### src/verilog/acq_pkg.sv
package acq_pkg;

  // register map, 8-bit data, 4-bit index
  localparam logic [3:0] ADDR_CFG     = 4'h0;
  localparam logic [3:0] ADDR_REF_DIV = 4'h1;
  localparam logic [3:0] ADDR_VCO_DIV = 4'h2;
  localparam logic [3:0] ADDR_STATUS  = 4'h3;

  // configuration fields
  localparam int CFG_HFCE_BIT = 0;
  localparam int CFG_LOCK_LSB = 1;
  localparam int CFG_LOCK_MSB = 2;

  localparam logic [7:0] CFG_RESET     = 8'h07;
  localparam logic [7:0] REF_DIV_RESET = 8'h00;
  localparam logic [7:0] VCO_DIV_RESET = 8'h35;

  // velocity lock lengths in window periods
  localparam logic [6:0] VLOCK_T0 = 7'h3c;
  localparam logic [6:0] VLOCK_T1 = 7'h48;
  localparam logic [6:0] VLOCK_T2 = 7'h54;
  localparam logic [6:0] VLOCK_T3 = 7'h60;

  // mark detector timing in window periods; PUMP_COUNT counts charge pump pulses for the sequencer
  localparam logic [7:0] MARK_GAP   = 8'h0c;
  localparam logic [7:0] HF_MAX     = 8'h03;
  localparam logic [1:0] HF_NEEDED  = 2'h3;
  localparam logic [1:0] PUMP_COUNT = 2'h2;

  // framing pattern: three consecutive 001 groups
  localparam logic [8:0] SYNC_PATTERN = 9'h049;

  // longest rclk pause, counted in cycles of the clock being switched to
  localparam logic [3:0] PAUSE_MAX = 4'h2;

  typedef enum {S_IDLE, S_VLOCK, S_PUMP, S_TRACK} acq_state_t;

  typedef struct packed {
    logic [3:0] addr;
    logic [7:0] wdata;
    logic       wr;
    logic       rd;
  } bus_req_t;

  typedef struct packed {
    logic       read_gate;
    logic       mark_search_enable;
    logic       sync_write_gate;
    logic       encoder_enable;
    logic       raw_data;
    logic       crystal_input;
    logic       synth_vco;
    logic       pump_pulse;
    logic       synth_nrz_clk;
    logic       sync_nrz_clk;
  } pins_t;

endpackage

### src/verilog/prog_divider.sv
`timescale 1ns/1ps
`default_nettype none

module prog_divider
  import acq_pkg::*;
#(
  parameter int W = 8
) (
  input  wire logic         clock,
  input  wire logic         rst,
  input  wire logic         tick,
  input  wire logic [W-1:0] count,
  output var  logic         pulse_q
);

  logic [W-1:0] cnt_q;
  logic [W-1:0] cnt_d;
  logic         pulse_d;

  // ratio is count plus one, so 8 bits reach 256
  always_comb begin
    cnt_d   = cnt_q;
    pulse_d = 1'b0;
    if (tick) begin
      if (cnt_q >= count) begin
        cnt_d   = '0;
        pulse_d = 1'b1;
      end else begin
        cnt_d = cnt_q + 1'b1;
      end
    end
  end

  always_ff @(posedge clock or posedge rst) begin
    if (rst) begin
      cnt_q   <= '0;
      pulse_q <= 1'b0;
    end else begin
      cnt_q   <= cnt_d;
      pulse_q <= pulse_d;
    end
  end

endmodule // prog_divider

`default_nettype wire

### src/verilog/read_acquisition_sequencer.sv
`timescale 1ns/1ps
`default_nettype none

module read_acquisition_sequencer
  import acq_pkg::*;
#(
  parameter int DIV_W = 8
) (
  input  wire logic       clock,
  input  wire logic       rst,
  input  wire bus_req_t   bus,
  output var  logic [7:0] rdata_q,
  input  wire pins_t      pins,
  output var  logic       mark_found_q,
  output var  logic       phase_only_q,
  output var  logic       low_gain_q,
  output var  logic       rclk_q,
  output var  logic       read_data_q,
  output var  logic       framed_q,
  output var  logic       ref_div_pulse,
  output var  logic       vco_div_pulse
);

  if (DIV_W != 8) begin : g_chk
    $error("divider width must be 8");
  end

  // ---------------------------------------------------------------
  // pin synchronisers
  // ---------------------------------------------------------------
  localparam int NP = $bits(pins_t);
  logic [NP-1:0] s1_q;
  logic [NP-1:0] s2_q;
  logic [NP-1:0] s3_q;
  pins_t         p;
  pins_t         pp;

  for (genvar i = 0; i < NP; i++) begin : g_sync
    always_ff @(posedge clock or posedge rst) begin
      if (rst) begin
        s1_q[i] <= 1'b0;
        s2_q[i] <= 1'b0;
        s3_q[i] <= 1'b0;
      end else begin
        s1_q[i] <= pins[i];
        s2_q[i] <= s1_q[i];
        s3_q[i] <= s2_q[i];
      end
    end
  end

  assign p  = s2_q;
  assign pp = s3_q;

  logic rg_rise;
  logic rg_fall;
  logic raw_pulse;
  logic xtal_rise;
  logic vco_rise;
  logic pump_rise;

  assign rg_rise   = p.read_gate & ~pp.read_gate;
  assign rg_fall   = ~p.read_gate & pp.read_gate;
  assign raw_pulse = p.raw_data & ~pp.raw_data;
  assign xtal_rise = p.crystal_input & ~pp.crystal_input;
  assign vco_rise  = p.synth_vco & ~pp.synth_vco;
  assign pump_rise = p.pump_pulse & ~pp.pump_pulse;

  // ---------------------------------------------------------------
  // registers
  // ---------------------------------------------------------------
  logic [7:0] cfg_q;
  logic [7:0] cfg_d;
  logic [7:0] ref_cnt_q;
  logic [7:0] ref_cnt_d;
  logic [7:0] vco_cnt_q;
  logic [7:0] vco_cnt_d;
  logic [7:0] rdata_d;
  logic [7:0] status;
  acq_state_t state_q;
  acq_state_t state_d;

  assign status = {3'h0, low_gain_q, phase_only_q, framed_q,
                   mark_found_q, state_q != S_IDLE};

  // software writes count N-1 for ratio N
  always_comb begin
    cfg_d     = cfg_q;
    ref_cnt_d = ref_cnt_q;
    vco_cnt_d = vco_cnt_q;
    rdata_d   = 8'h00;
    if (bus.wr) begin
      case (bus.addr)
        ADDR_CFG:     cfg_d = bus.wdata;
        ADDR_REF_DIV: ref_cnt_d = bus.wdata;
        ADDR_VCO_DIV: vco_cnt_d = bus.wdata;
        default:      cfg_d = cfg_q;
      endcase
    end
    if (bus.rd) begin
      case (bus.addr)
        ADDR_CFG:     rdata_d = cfg_q;
        ADDR_REF_DIV: rdata_d = ref_cnt_q;
        ADDR_VCO_DIV: rdata_d = vco_cnt_q;
        ADDR_STATUS:  rdata_d = status;
        default:      rdata_d = 8'h00;
      endcase
    end
  end

  always_ff @(posedge clock or posedge rst) begin
    if (rst) begin
      cfg_q     <= CFG_RESET;
      ref_cnt_q <= REF_DIV_RESET;
      vco_cnt_q <= VCO_DIV_RESET;
      rdata_q   <= 8'h00;
    end else begin
      cfg_q     <= cfg_d;
      ref_cnt_q <= ref_cnt_d;
      vco_cnt_q <= vco_cnt_d;
      rdata_q   <= rdata_d;
    end
  end

  // ---------------------------------------------------------------
  // synthesizer dividers
  // ---------------------------------------------------------------
  logic       pres_q;
  logic       pres_d;
  logic [1:0] quart_q;
  logic [1:0] quart_d;
  logic       ref_tick;
  logic       vco_tick;

  // crystal must stay below the 200 MHz sampling rate by a wide margin
  always_comb begin
    pres_d  = xtal_rise ? ~pres_q : pres_q;
    quart_d = vco_rise ? quart_q + 2'h1 : quart_q;
  end

  assign ref_tick = cfg_q[CFG_HFCE_BIT] ? (xtal_rise & pres_q) : xtal_rise;
  assign vco_tick = vco_rise & (quart_q == 2'h3);

  always_ff @(posedge clock or posedge rst) begin
    if (rst) begin
      pres_q  <= 1'b0;
      quart_q <= 2'h0;
    end else begin
      pres_q  <= pres_d;
      quart_q <= quart_d;
    end
  end

  // 8-bit counts give ratios up to 256
  prog_divider #(.W(DIV_W)) u_ref_div (
    .clock   (clock),
    .rst     (rst),
    .tick    (ref_tick),
    .count   (ref_cnt_q),
    .pulse_q (ref_div_pulse)
  );

  prog_divider #(.W(DIV_W)) u_vco_div (
    .clock   (clock),
    .rst     (rst),
    .tick    (vco_tick),
    .count   (vco_cnt_q),
    .pulse_q (vco_div_pulse)
  );

  // ---------------------------------------------------------------
  // address mark detection
  // ---------------------------------------------------------------
  logic       search_ok;
  logic [7:0] gap_q;
  logic [7:0] gap_d;
  logic       armed_q;
  logic       armed_d;
  logic [1:0] hf_q;
  logic [1:0] hf_d;
  logic       mark_d;

  assign search_ok = p.mark_search_enable & ~p.sync_write_gate & ~p.encoder_enable;

  // a long gap marks the mark; short periods after it qualify it
  always_comb begin
    gap_d   = (gap_q == 8'hff) ? gap_q : gap_q + 8'h01;
    armed_d = armed_q;
    hf_d    = hf_q;
    mark_d  = mark_found_q;
    if (!search_ok) begin
      armed_d = 1'b0;
      hf_d    = 2'h0;
      mark_d  = 1'b0;
    end else if (raw_pulse) begin
      gap_d = 8'h00;
      if (gap_q >= MARK_GAP) begin
        armed_d = 1'b1;
        hf_d    = 2'h0;
      end else if (armed_q && gap_q <= HF_MAX) begin
        hf_d = hf_q + 2'h1;
        if (hf_d == HF_NEEDED) begin
          mark_d  = 1'b1;
          armed_d = 1'b0;
        end
      end else begin
        hf_d = 2'h0;
      end
    end
  end

  always_ff @(posedge clock or posedge rst) begin
    if (rst) begin
      gap_q        <= 8'h00;
      armed_q      <= 1'b0;
      hf_q         <= 2'h0;
      mark_found_q <= 1'b0;
    end else begin
      gap_q        <= gap_d;
      armed_q      <= armed_d;
      hf_q         <= hf_d;
      mark_found_q <= mark_d;
    end
  end

  // ---------------------------------------------------------------
  // acquisition sequencer
  // ---------------------------------------------------------------
  logic       mark_prev_q;
  logic       mark_rise;
  logic       soft_q;
  logic       soft_d;
  logic [6:0] lock_q;
  logic [6:0] lock_d;
  logic [6:0] lock_len;
  logic [1:0] pump_q;
  logic [1:0] pump_d;
  logic       phase_d;
  logic       gain_d;

  assign mark_rise = mark_found_q & ~mark_prev_q;

  always_comb begin
    case (cfg_q[CFG_LOCK_MSB:CFG_LOCK_LSB])
      2'h0:    lock_len = VLOCK_T0;
      2'h1:    lock_len = VLOCK_T1;
      2'h2:    lock_len = VLOCK_T2;
      default: lock_len = VLOCK_T3;
    endcase
  end

  always_comb begin
    state_d = state_q;
    soft_d  = soft_q;
    lock_d  = lock_q;
    pump_d  = pump_q;
    phase_d = phase_only_q;
    gain_d  = low_gain_q;
    case (state_q)
      S_IDLE: begin
        if (rg_rise || mark_rise) begin
          state_d = S_VLOCK;
          soft_d  = mark_rise & ~p.read_gate;
          lock_d  = 7'h01;
        end
      end
      S_VLOCK: begin
        lock_d = lock_q + 7'h01;
        if (lock_q >= lock_len) begin
          if (soft_q && !p.read_gate) begin
            state_d = S_IDLE;
          end else begin
            state_d = S_PUMP;
            phase_d = 1'b1;
            pump_d  = 2'h0;
          end
        end
      end
      S_PUMP: begin
        if (pump_rise) begin
          pump_d = pump_q + 2'h1;
          if (pump_d == PUMP_COUNT) begin
            gain_d  = 1'b1;
            state_d = S_TRACK;
          end
        end
      end
      S_TRACK: state_d = S_TRACK;
      default: state_d = S_IDLE;
    endcase
    if (state_q != S_IDLE && !(state_q == S_VLOCK && soft_q) && rg_fall) begin
      state_d = S_IDLE;
    end
    if (state_d == S_IDLE) begin
      phase_d = 1'b0;
      gain_d  = 1'b0;
    end
  end

  always_ff @(posedge clock or posedge rst) begin
    if (rst) begin
      state_q      <= S_IDLE;
      soft_q       <= 1'b0;
      lock_q       <= 7'h00;
      pump_q       <= 2'h0;
      phase_only_q <= 1'b0;
      low_gain_q   <= 1'b0;
      mark_prev_q  <= 1'b0;
    end else begin
      state_q      <= state_d;
      soft_q       <= soft_d;
      lock_q       <= lock_d;
      pump_q       <= pump_d;
      phase_only_q <= phase_d;
      low_gain_q   <= gain_d;
      mark_prev_q  <= mark_found_q;
    end
  end

  // ---------------------------------------------------------------
  // framing and read data
  // ---------------------------------------------------------------
  logic [8:0] shift_q;
  logic [8:0] shift_d;
  logic       framed_d;
  logic       rdat_d;

  always_comb begin
    shift_d  = {shift_q[7:0], raw_pulse};
    framed_d = framed_q;
    rdat_d   = 1'b0;
    if (!phase_only_q) begin
      framed_d = 1'b0;
    end else if (shift_q == SYNC_PATTERN) begin
      framed_d = 1'b1;
    end
    if (framed_q) begin
      rdat_d = shift_q[8];
    end
  end

  always_ff @(posedge clock or posedge rst) begin
    if (rst) begin
      shift_q     <= 9'h000;
      framed_q    <= 1'b0;
      read_data_q <= 1'b0;
    end else begin
      shift_q     <= shift_d;
      framed_q    <= framed_d;
      read_data_q <= rdat_d;
    end
  end

  // ---------------------------------------------------------------
  // recovered clock steering
  // ---------------------------------------------------------------
  logic       sel_q;
  logic       sel_d;
  logic       rclk_d;
  logic       src;
  logic       dst;
  logic       dst_rise;
  logic [3:0] pause_q;
  logic [3:0] pause_d;

  // a high phase runs out on the old source, then the output stops low
  // and moves only once the new source is low too: no runt pulse either way
  // pause counted in cycles of the new source, the window clock is unrelated
  always_comb begin
    sel_d    = sel_q;
    src      = sel_q ? p.sync_nrz_clk : p.synth_nrz_clk;
    dst      = phase_only_q ? p.sync_nrz_clk : p.synth_nrz_clk;
    dst_rise = dst & ~(phase_only_q ? pp.sync_nrz_clk : pp.synth_nrz_clk);
    rclk_d   = src;
    pause_d  = 4'h0;
    if (sel_q != phase_only_q) begin
      rclk_d  = rclk_q & src;
      pause_d = dst_rise ? pause_q + 4'h1 : pause_q;
      if (!rclk_q && !dst) begin
        sel_d = phase_only_q;
      end
    end
  end

  always_ff @(posedge clock or posedge rst) begin
    if (rst) begin
      sel_q   <= 1'b0;
      rclk_q  <= 1'b0;
      pause_q <= 4'h0;
    end else begin
      sel_q   <= sel_d;
      rclk_q  <= rclk_d;
      pause_q <= pause_d;
    end
  end

  // ---------------------------------------------------------------
  // checks
  // ---------------------------------------------------------------
  a_mark_gate: assert property (@(posedge clock) disable iff (rst)
    $rose(mark_found_q) |-> $past(search_ok))
    else $error("mark found without search enabled");

  a_mark_three: assert property (@(posedge clock) disable iff (rst)
    $rose(mark_found_q) |-> $past(hf_q) == 2'h2 && $past(raw_pulse))
    else $error("mark found before third period");

  a_start_seq: assert property (@(posedge clock) disable iff (rst)
    state_q == S_IDLE && (rg_rise || mark_rise) |=> state_q == S_VLOCK && lock_q == 7'h01)
    else $error("sequence did not start");

  a_soft_start: assert property (@(posedge clock) disable iff (rst)
    state_q == S_IDLE && mark_rise && !p.read_gate |=> soft_q)
    else $error("soft start not recorded");

  a_abort_seq: assert property (@(posedge clock) disable iff (rst)
    state_q == S_VLOCK && lock_q >= lock_len && soft_q && !p.read_gate
    |=> state_q == S_IDLE && !phase_only_q)
    else $error("mark sequence not aborted");

  a_lock_len: assert property (@(posedge clock) disable iff (rst)
    $rose(phase_only_q) |-> $past(lock_q) == $past(lock_len))
    else $error("velocity lock length wrong");

  a_phase_switch: assert property (@(posedge clock) disable iff (rst)
    state_q == S_VLOCK && lock_q >= lock_len && (p.read_gate || !soft_q) && !rg_fall
    |=> phase_only_q)
    else $error("phase lock not entered");

  a_low_gain: assert property (@(posedge clock) disable iff (rst)
    $rose(low_gain_q) |-> phase_only_q && $past(pump_q) == 2'h1 && $past(pump_rise))
    else $error("low gain before two pump pulses");

  a_release: assert property (@(posedge clock) disable iff (rst)
    state_q inside {S_PUMP, S_TRACK} && rg_fall |=> state_q == S_IDLE && !low_gain_q)
    else $error("read gate drop not honoured");

  a_framed: assert property (@(posedge clock) disable iff (rst)
    $rose(framed_q) |-> $past(shift_q) == SYNC_PATTERN && $past(phase_only_q))
    else $error("framed without sync pattern");

  a_rclk_pause: assert property (@(posedge clock) disable iff (rst)
    pause_q <= PAUSE_MAX)
    else $error("recovered clock paused too long");

endmodule // read_acquisition_sequencer

`default_nettype wire

### config.mk
export PLATFORM = sky130hd
export DESIGN_NAME = read_acquisition_sequencer
export DESIGN_NICKNAME = d
export VERILOG_FILES = /design/src/verilog/acq_pkg.sv /design/src/verilog/prog_divider.sv /design/src/verilog/read_acquisition_sequencer.sv
export SDC_FILE = /design/constraint.sdc
export NUM_CORES = 1
export LEC_CHECK = 0
export BUFFER_PORTS_ARGS = -buffer_cell sky130_fd_sc_hd__buf_2
export CAP_MARGIN = 0
export CELL_PAD_IN_SITES_DETAIL_PLACEMENT = 2
export CELL_PAD_IN_SITES_GLOBAL_PLACEMENT = 2
export CORE_AREA = 10 10 145 147
export DETAILED_ROUTE_END_ITERATION = 6
export DIE_AREA = 0 0 155 157
export PLACE_DENSITY_LB_ADDON = 0.05
export REMOVE_ABC_BUFFERS = 1
export SLEW_MARGIN = 40
export SYNTH_ARGS = -nofsm -noshare
export SYNTH_HDL_FRONTEND = slang
export SYNTH_SLANG_ARGS = --single-unit
### constraint.sdc
create_clock -name clock -period 14.04 [get_ports clock]
set_input_delay 1.404 -clock clock [delete_from_list [all_inputs] [get_ports clock]]
set_output_delay 1.404 -clock clock [all_outputs]
set_load 0.02 [all_outputs]
==> flow_summary.ini <==
[yosys]
avgSynthCellArea_um2 = 11.7
synth_cell_types = 55
synth_area_um2 = 6210
yosysSeqAreaShare_pct = 59.8
ys_warn_count = 0
synth_enable_flop_cells = 0
ys_ff_latch = 148
synth_ff_type = dfrtp_1
async_flop_share_pct = 100
synth_cells = 530

[routing]
antenna_left = 0
dr.pass1.iters = 4
vias = 4326
drcViolationCount = 0
vias_per_cell = 5.04
wl_um = 15100
avgRoutedWirePerCell_um = 17.5
wl_met1_um = 6920
drt_iter0_drc = 109
wl_met3_um = 447
highest_layer = met4
wl_met2_um = 7450

[global_routing]
antenna_found_initial = 0
grt_max_degree = 77
grt_pass1_vias = 4823
grt_pass1_wl_um = 25600
overflow = 0
track_usage_pct = 13.2

[timing]
maxSlewHeadroom_pct = 48.4
fin_crit_ns = 2.81
report.final.slew_viol_count = 0
hold_viol = 0
worst_pin_slew_ns = 0.766
fin_worst_skew_ns = 0.0107
fmax_mhz = 356
setup_violations = 0
timing.final.crit_share_pct = 20.0
rsz0062_at_grt = no
finalSetupTns_ns = 0

[power]
power_density_nw_per_um2 = 158
p_leak_nw = 3.44
ir_worst_vdd_mv = 0.0859
clockPowerShare_pct = 41.2
p_int_w = 0.000849
p_switching_w = 0.000326
p_seq_share_pct = 44.9
power_w = 0.00118
combPwrFrac_pct = 13.9
swShare_pct = 27.7

[clock_network]
cts.clk_slew.worst_paths_ns = 0.06
cts_setup_buffers = 0
cts_resized = 0
cts-htree-levels = 4
insertion_delay_ns = 0.42
cts.sinks = 148
clk_path_buf_depth = 2
cts_made_buffers = 17
cts_tree = yes
cts.hold.buffers_added = 0
clock-root-buffer = clkbuf_16

[floorplan]
core_um2 = 18300
start_util_pct = 33.9
die_y_um = 157
num_rows = 50
dieWidth_um = 155
io_pins = 42
die_area_um2 = 24300

[placement]
portBuffers = 41
gp_congestion = 0.793
hpwl_um = 10900

[setup_path]
crit_fanout = 10
cp-start-kind = input pin
endpoint_kind = register
critical_path.cell_chain = buf_2 > nor2_1 > nand2_1 > nor3_2 > mux2_2
cp.arrival_ns = 3.11
worstPathRequired_ns = 14.34
slowest_delay_ns = 0.55
crit_buf_inv = 1
crit_type = in2reg
crit_family = simple AND/OR/NAND/NOR gates
cp_slowest_cell = nor3_2

[min_path]
worstHoldPathType = reg2reg

[outcome]
status = complete, no violations

[run]
max_cap_violations = 0

[final_layout]
fin_util_pct = 40.6
num_antenna_cells = 0
fill_cells = 1927
drive_gt1_share_pct = 19.5
nets = 671
area_growth_pct = 19.8
==> power groups by stage <==
stage                     Sequential [W]  Clock, W  Combinational, W
final                           0.000527  0.000484          0.000164
after global routing            0.000536  0.000519          0.000192
after CTS                       0.000528  0.000498          0.000168
after detailed placement        0.000535         0          0.000165
after global placement          0.000532         0          0.000154
after floorplan                 0.000519         0          0.000119
==> Yosys cell counts (all sizes together), types with 2 or more instances <==
master | n | area [um2]
dfrtp | 141 | 3530
nand2 | 39 | 149
nor2 | 35 | 131
inv | 34 | 128
ha | 33 | 413
o21ai | 27 | 135
mux2 | 23 | 259
a21oi | 22 | 110
nand3 | 17 | 85.1
nor3 | 14 | 86.3
and3 | 12 | 76.3
nand2b | 10 | 62.6
mux2i | 9 | 90.1
o22ai | 9 | 56.3
a211oi | 8 | 60.1
clkbuf | 8 | 30.0
nor4 | 8 | 50.1
o211ai | 8 | 60.1
dfstp | 7 | 184
nand4 | 6 | 37.5
nor2b | 6 | 37.5
a221o | 4 | 40.0
a31oi | 4 | 25.0
or2 | 4 | 25.0
xnor2 | 4 | 35.0
and2 | 3 | 18.8
o21a | 3 | 22.5
xor2 | 3 | 26.3
a2111oi | 2 | 17.5
a21boi | 2 | 15.0
a221oi | 2 | 17.5
nand3b | 2 | 15.0
nor4b | 2 | 17.5
or4 | 2 | 22.5
==> flip-flops by register name (all words and copies together), names as in the netlist, 2 cells and up <==
| register | count |
|---|---|
| shift_q | 9 |
| rdata_q | 8 |
| s1_q | 10 |
| lock_q | 7 |
| u_ref_div.cnt_q | 8 |
| u_vco_div.cnt_q | 8 |
| pump_q | 2 |
| hf_q | 2 |
| ref_cnt_q | 8 |
| cfg_q | 8 |
| quart_q | 2 |
| p | 10 |
| state_q | 32 |
| gap_q | 8 |
| vco_cnt_q | 8 |
| pp | 5 |
==> worst paths after layout <==
| kind | slack [ns] | depth (start not counted) | from | to |
|---|---|---|---|---|
| setup / recovery | 11.23 | 5 | bus[13] | cfg_q[5]$_DFFE_PP0P_ |
| hold / removal | 0.35 | 0 | s1_q[3]$_DFF_PP0_ | p[3]$_DFF_PP0_ |
| setup reg to reg | 11.40 | 7 | vco_cnt_q[5]$_DFFE_PP1P_ | u_vco_div.cnt_q[7]$_DFFE_PP0P_ |
| hold reg to reg | 0.35 | 0 | s1_q[3]$_DFF_PP0_ | p[3]$_DFF_PP0_ |
| max in group asynchronous | 11.83 | 3 | rst | pump_q[0]$_DFFE_PP0P_ |
| min in group asynchronous | 1.09 | 2 | rst | state_q[24]$_DFF_PP0_ |
==> through the flow <==
stage | hold WS, ns | instance area [um2] | std cells | worst slack, ns
after floorplan | 0.331 | 6290 | 551 | 8.67
after global placement | 0.331 | 6800 | 827 | 10.95
after detailed placement | 0.338 | 6810 | 827 | 10.80
after CTS | 0.351 | 7440 | 859 | 11.27
after global routing | 0.358 | 7440 | 859 | 11.08
final | 0.349 | 7440 | 859 | 11.23
==> per-layer routing <==
metal  vias to the layer above  GRT usage, %
met5                         -             0
met2                        52          22.1
met4                         0          4.77
met1                      2225          16.1
met3                        21          3.17
li1                       2028             -
==> cells by family (layout without fill, tap and decap cells) <==
family	after synthesis	after routing	share of synthesized area, %
AND/OR/NAND/NOR	164	164	13.7
buffers and inverters	42	108	2.54
multiplexers	32	32	5.62
flip-flops	148	148	59.8
XOR/XNOR	7	7	0.987
other	1	30	0.0604
AO/OA/AOI/OAI	103	103	10.7
adder cells (fa/ha/maj)	33	33	6.65
==> layout by cell type, fill, tap and decap left out, types with 9 or more instances in the layout <==
cell	count
a21oi_1	22
and3_1	11
buf_2	41
clkbuf_16	17
conb_1	30
dfrtp_1	141
ha_1	33
inv_1	33
mux2_2	23
mux2i_1	9
nand2_1	38
nand2b_1	10
nand3_1	17
nor2_1	35
nor3_1	12
o21ai_0	27
o22ai_1	9
==> cell type report <==
type                            count  area, um2  share of cell area, %
Sequential cell                   148       3710                   49.9
Inverter                           34        133                   1.78
Clock buffer                       17        425                   5.72
Tap cell                          234        293                   3.93
Clock inverter                     15        205                   2.76
Multi-Input combinational cell    369       2460                   33.0
Timing Repair Buffer               42        216                   2.91
Note: power is estimated with default switching activity, not from simulation.
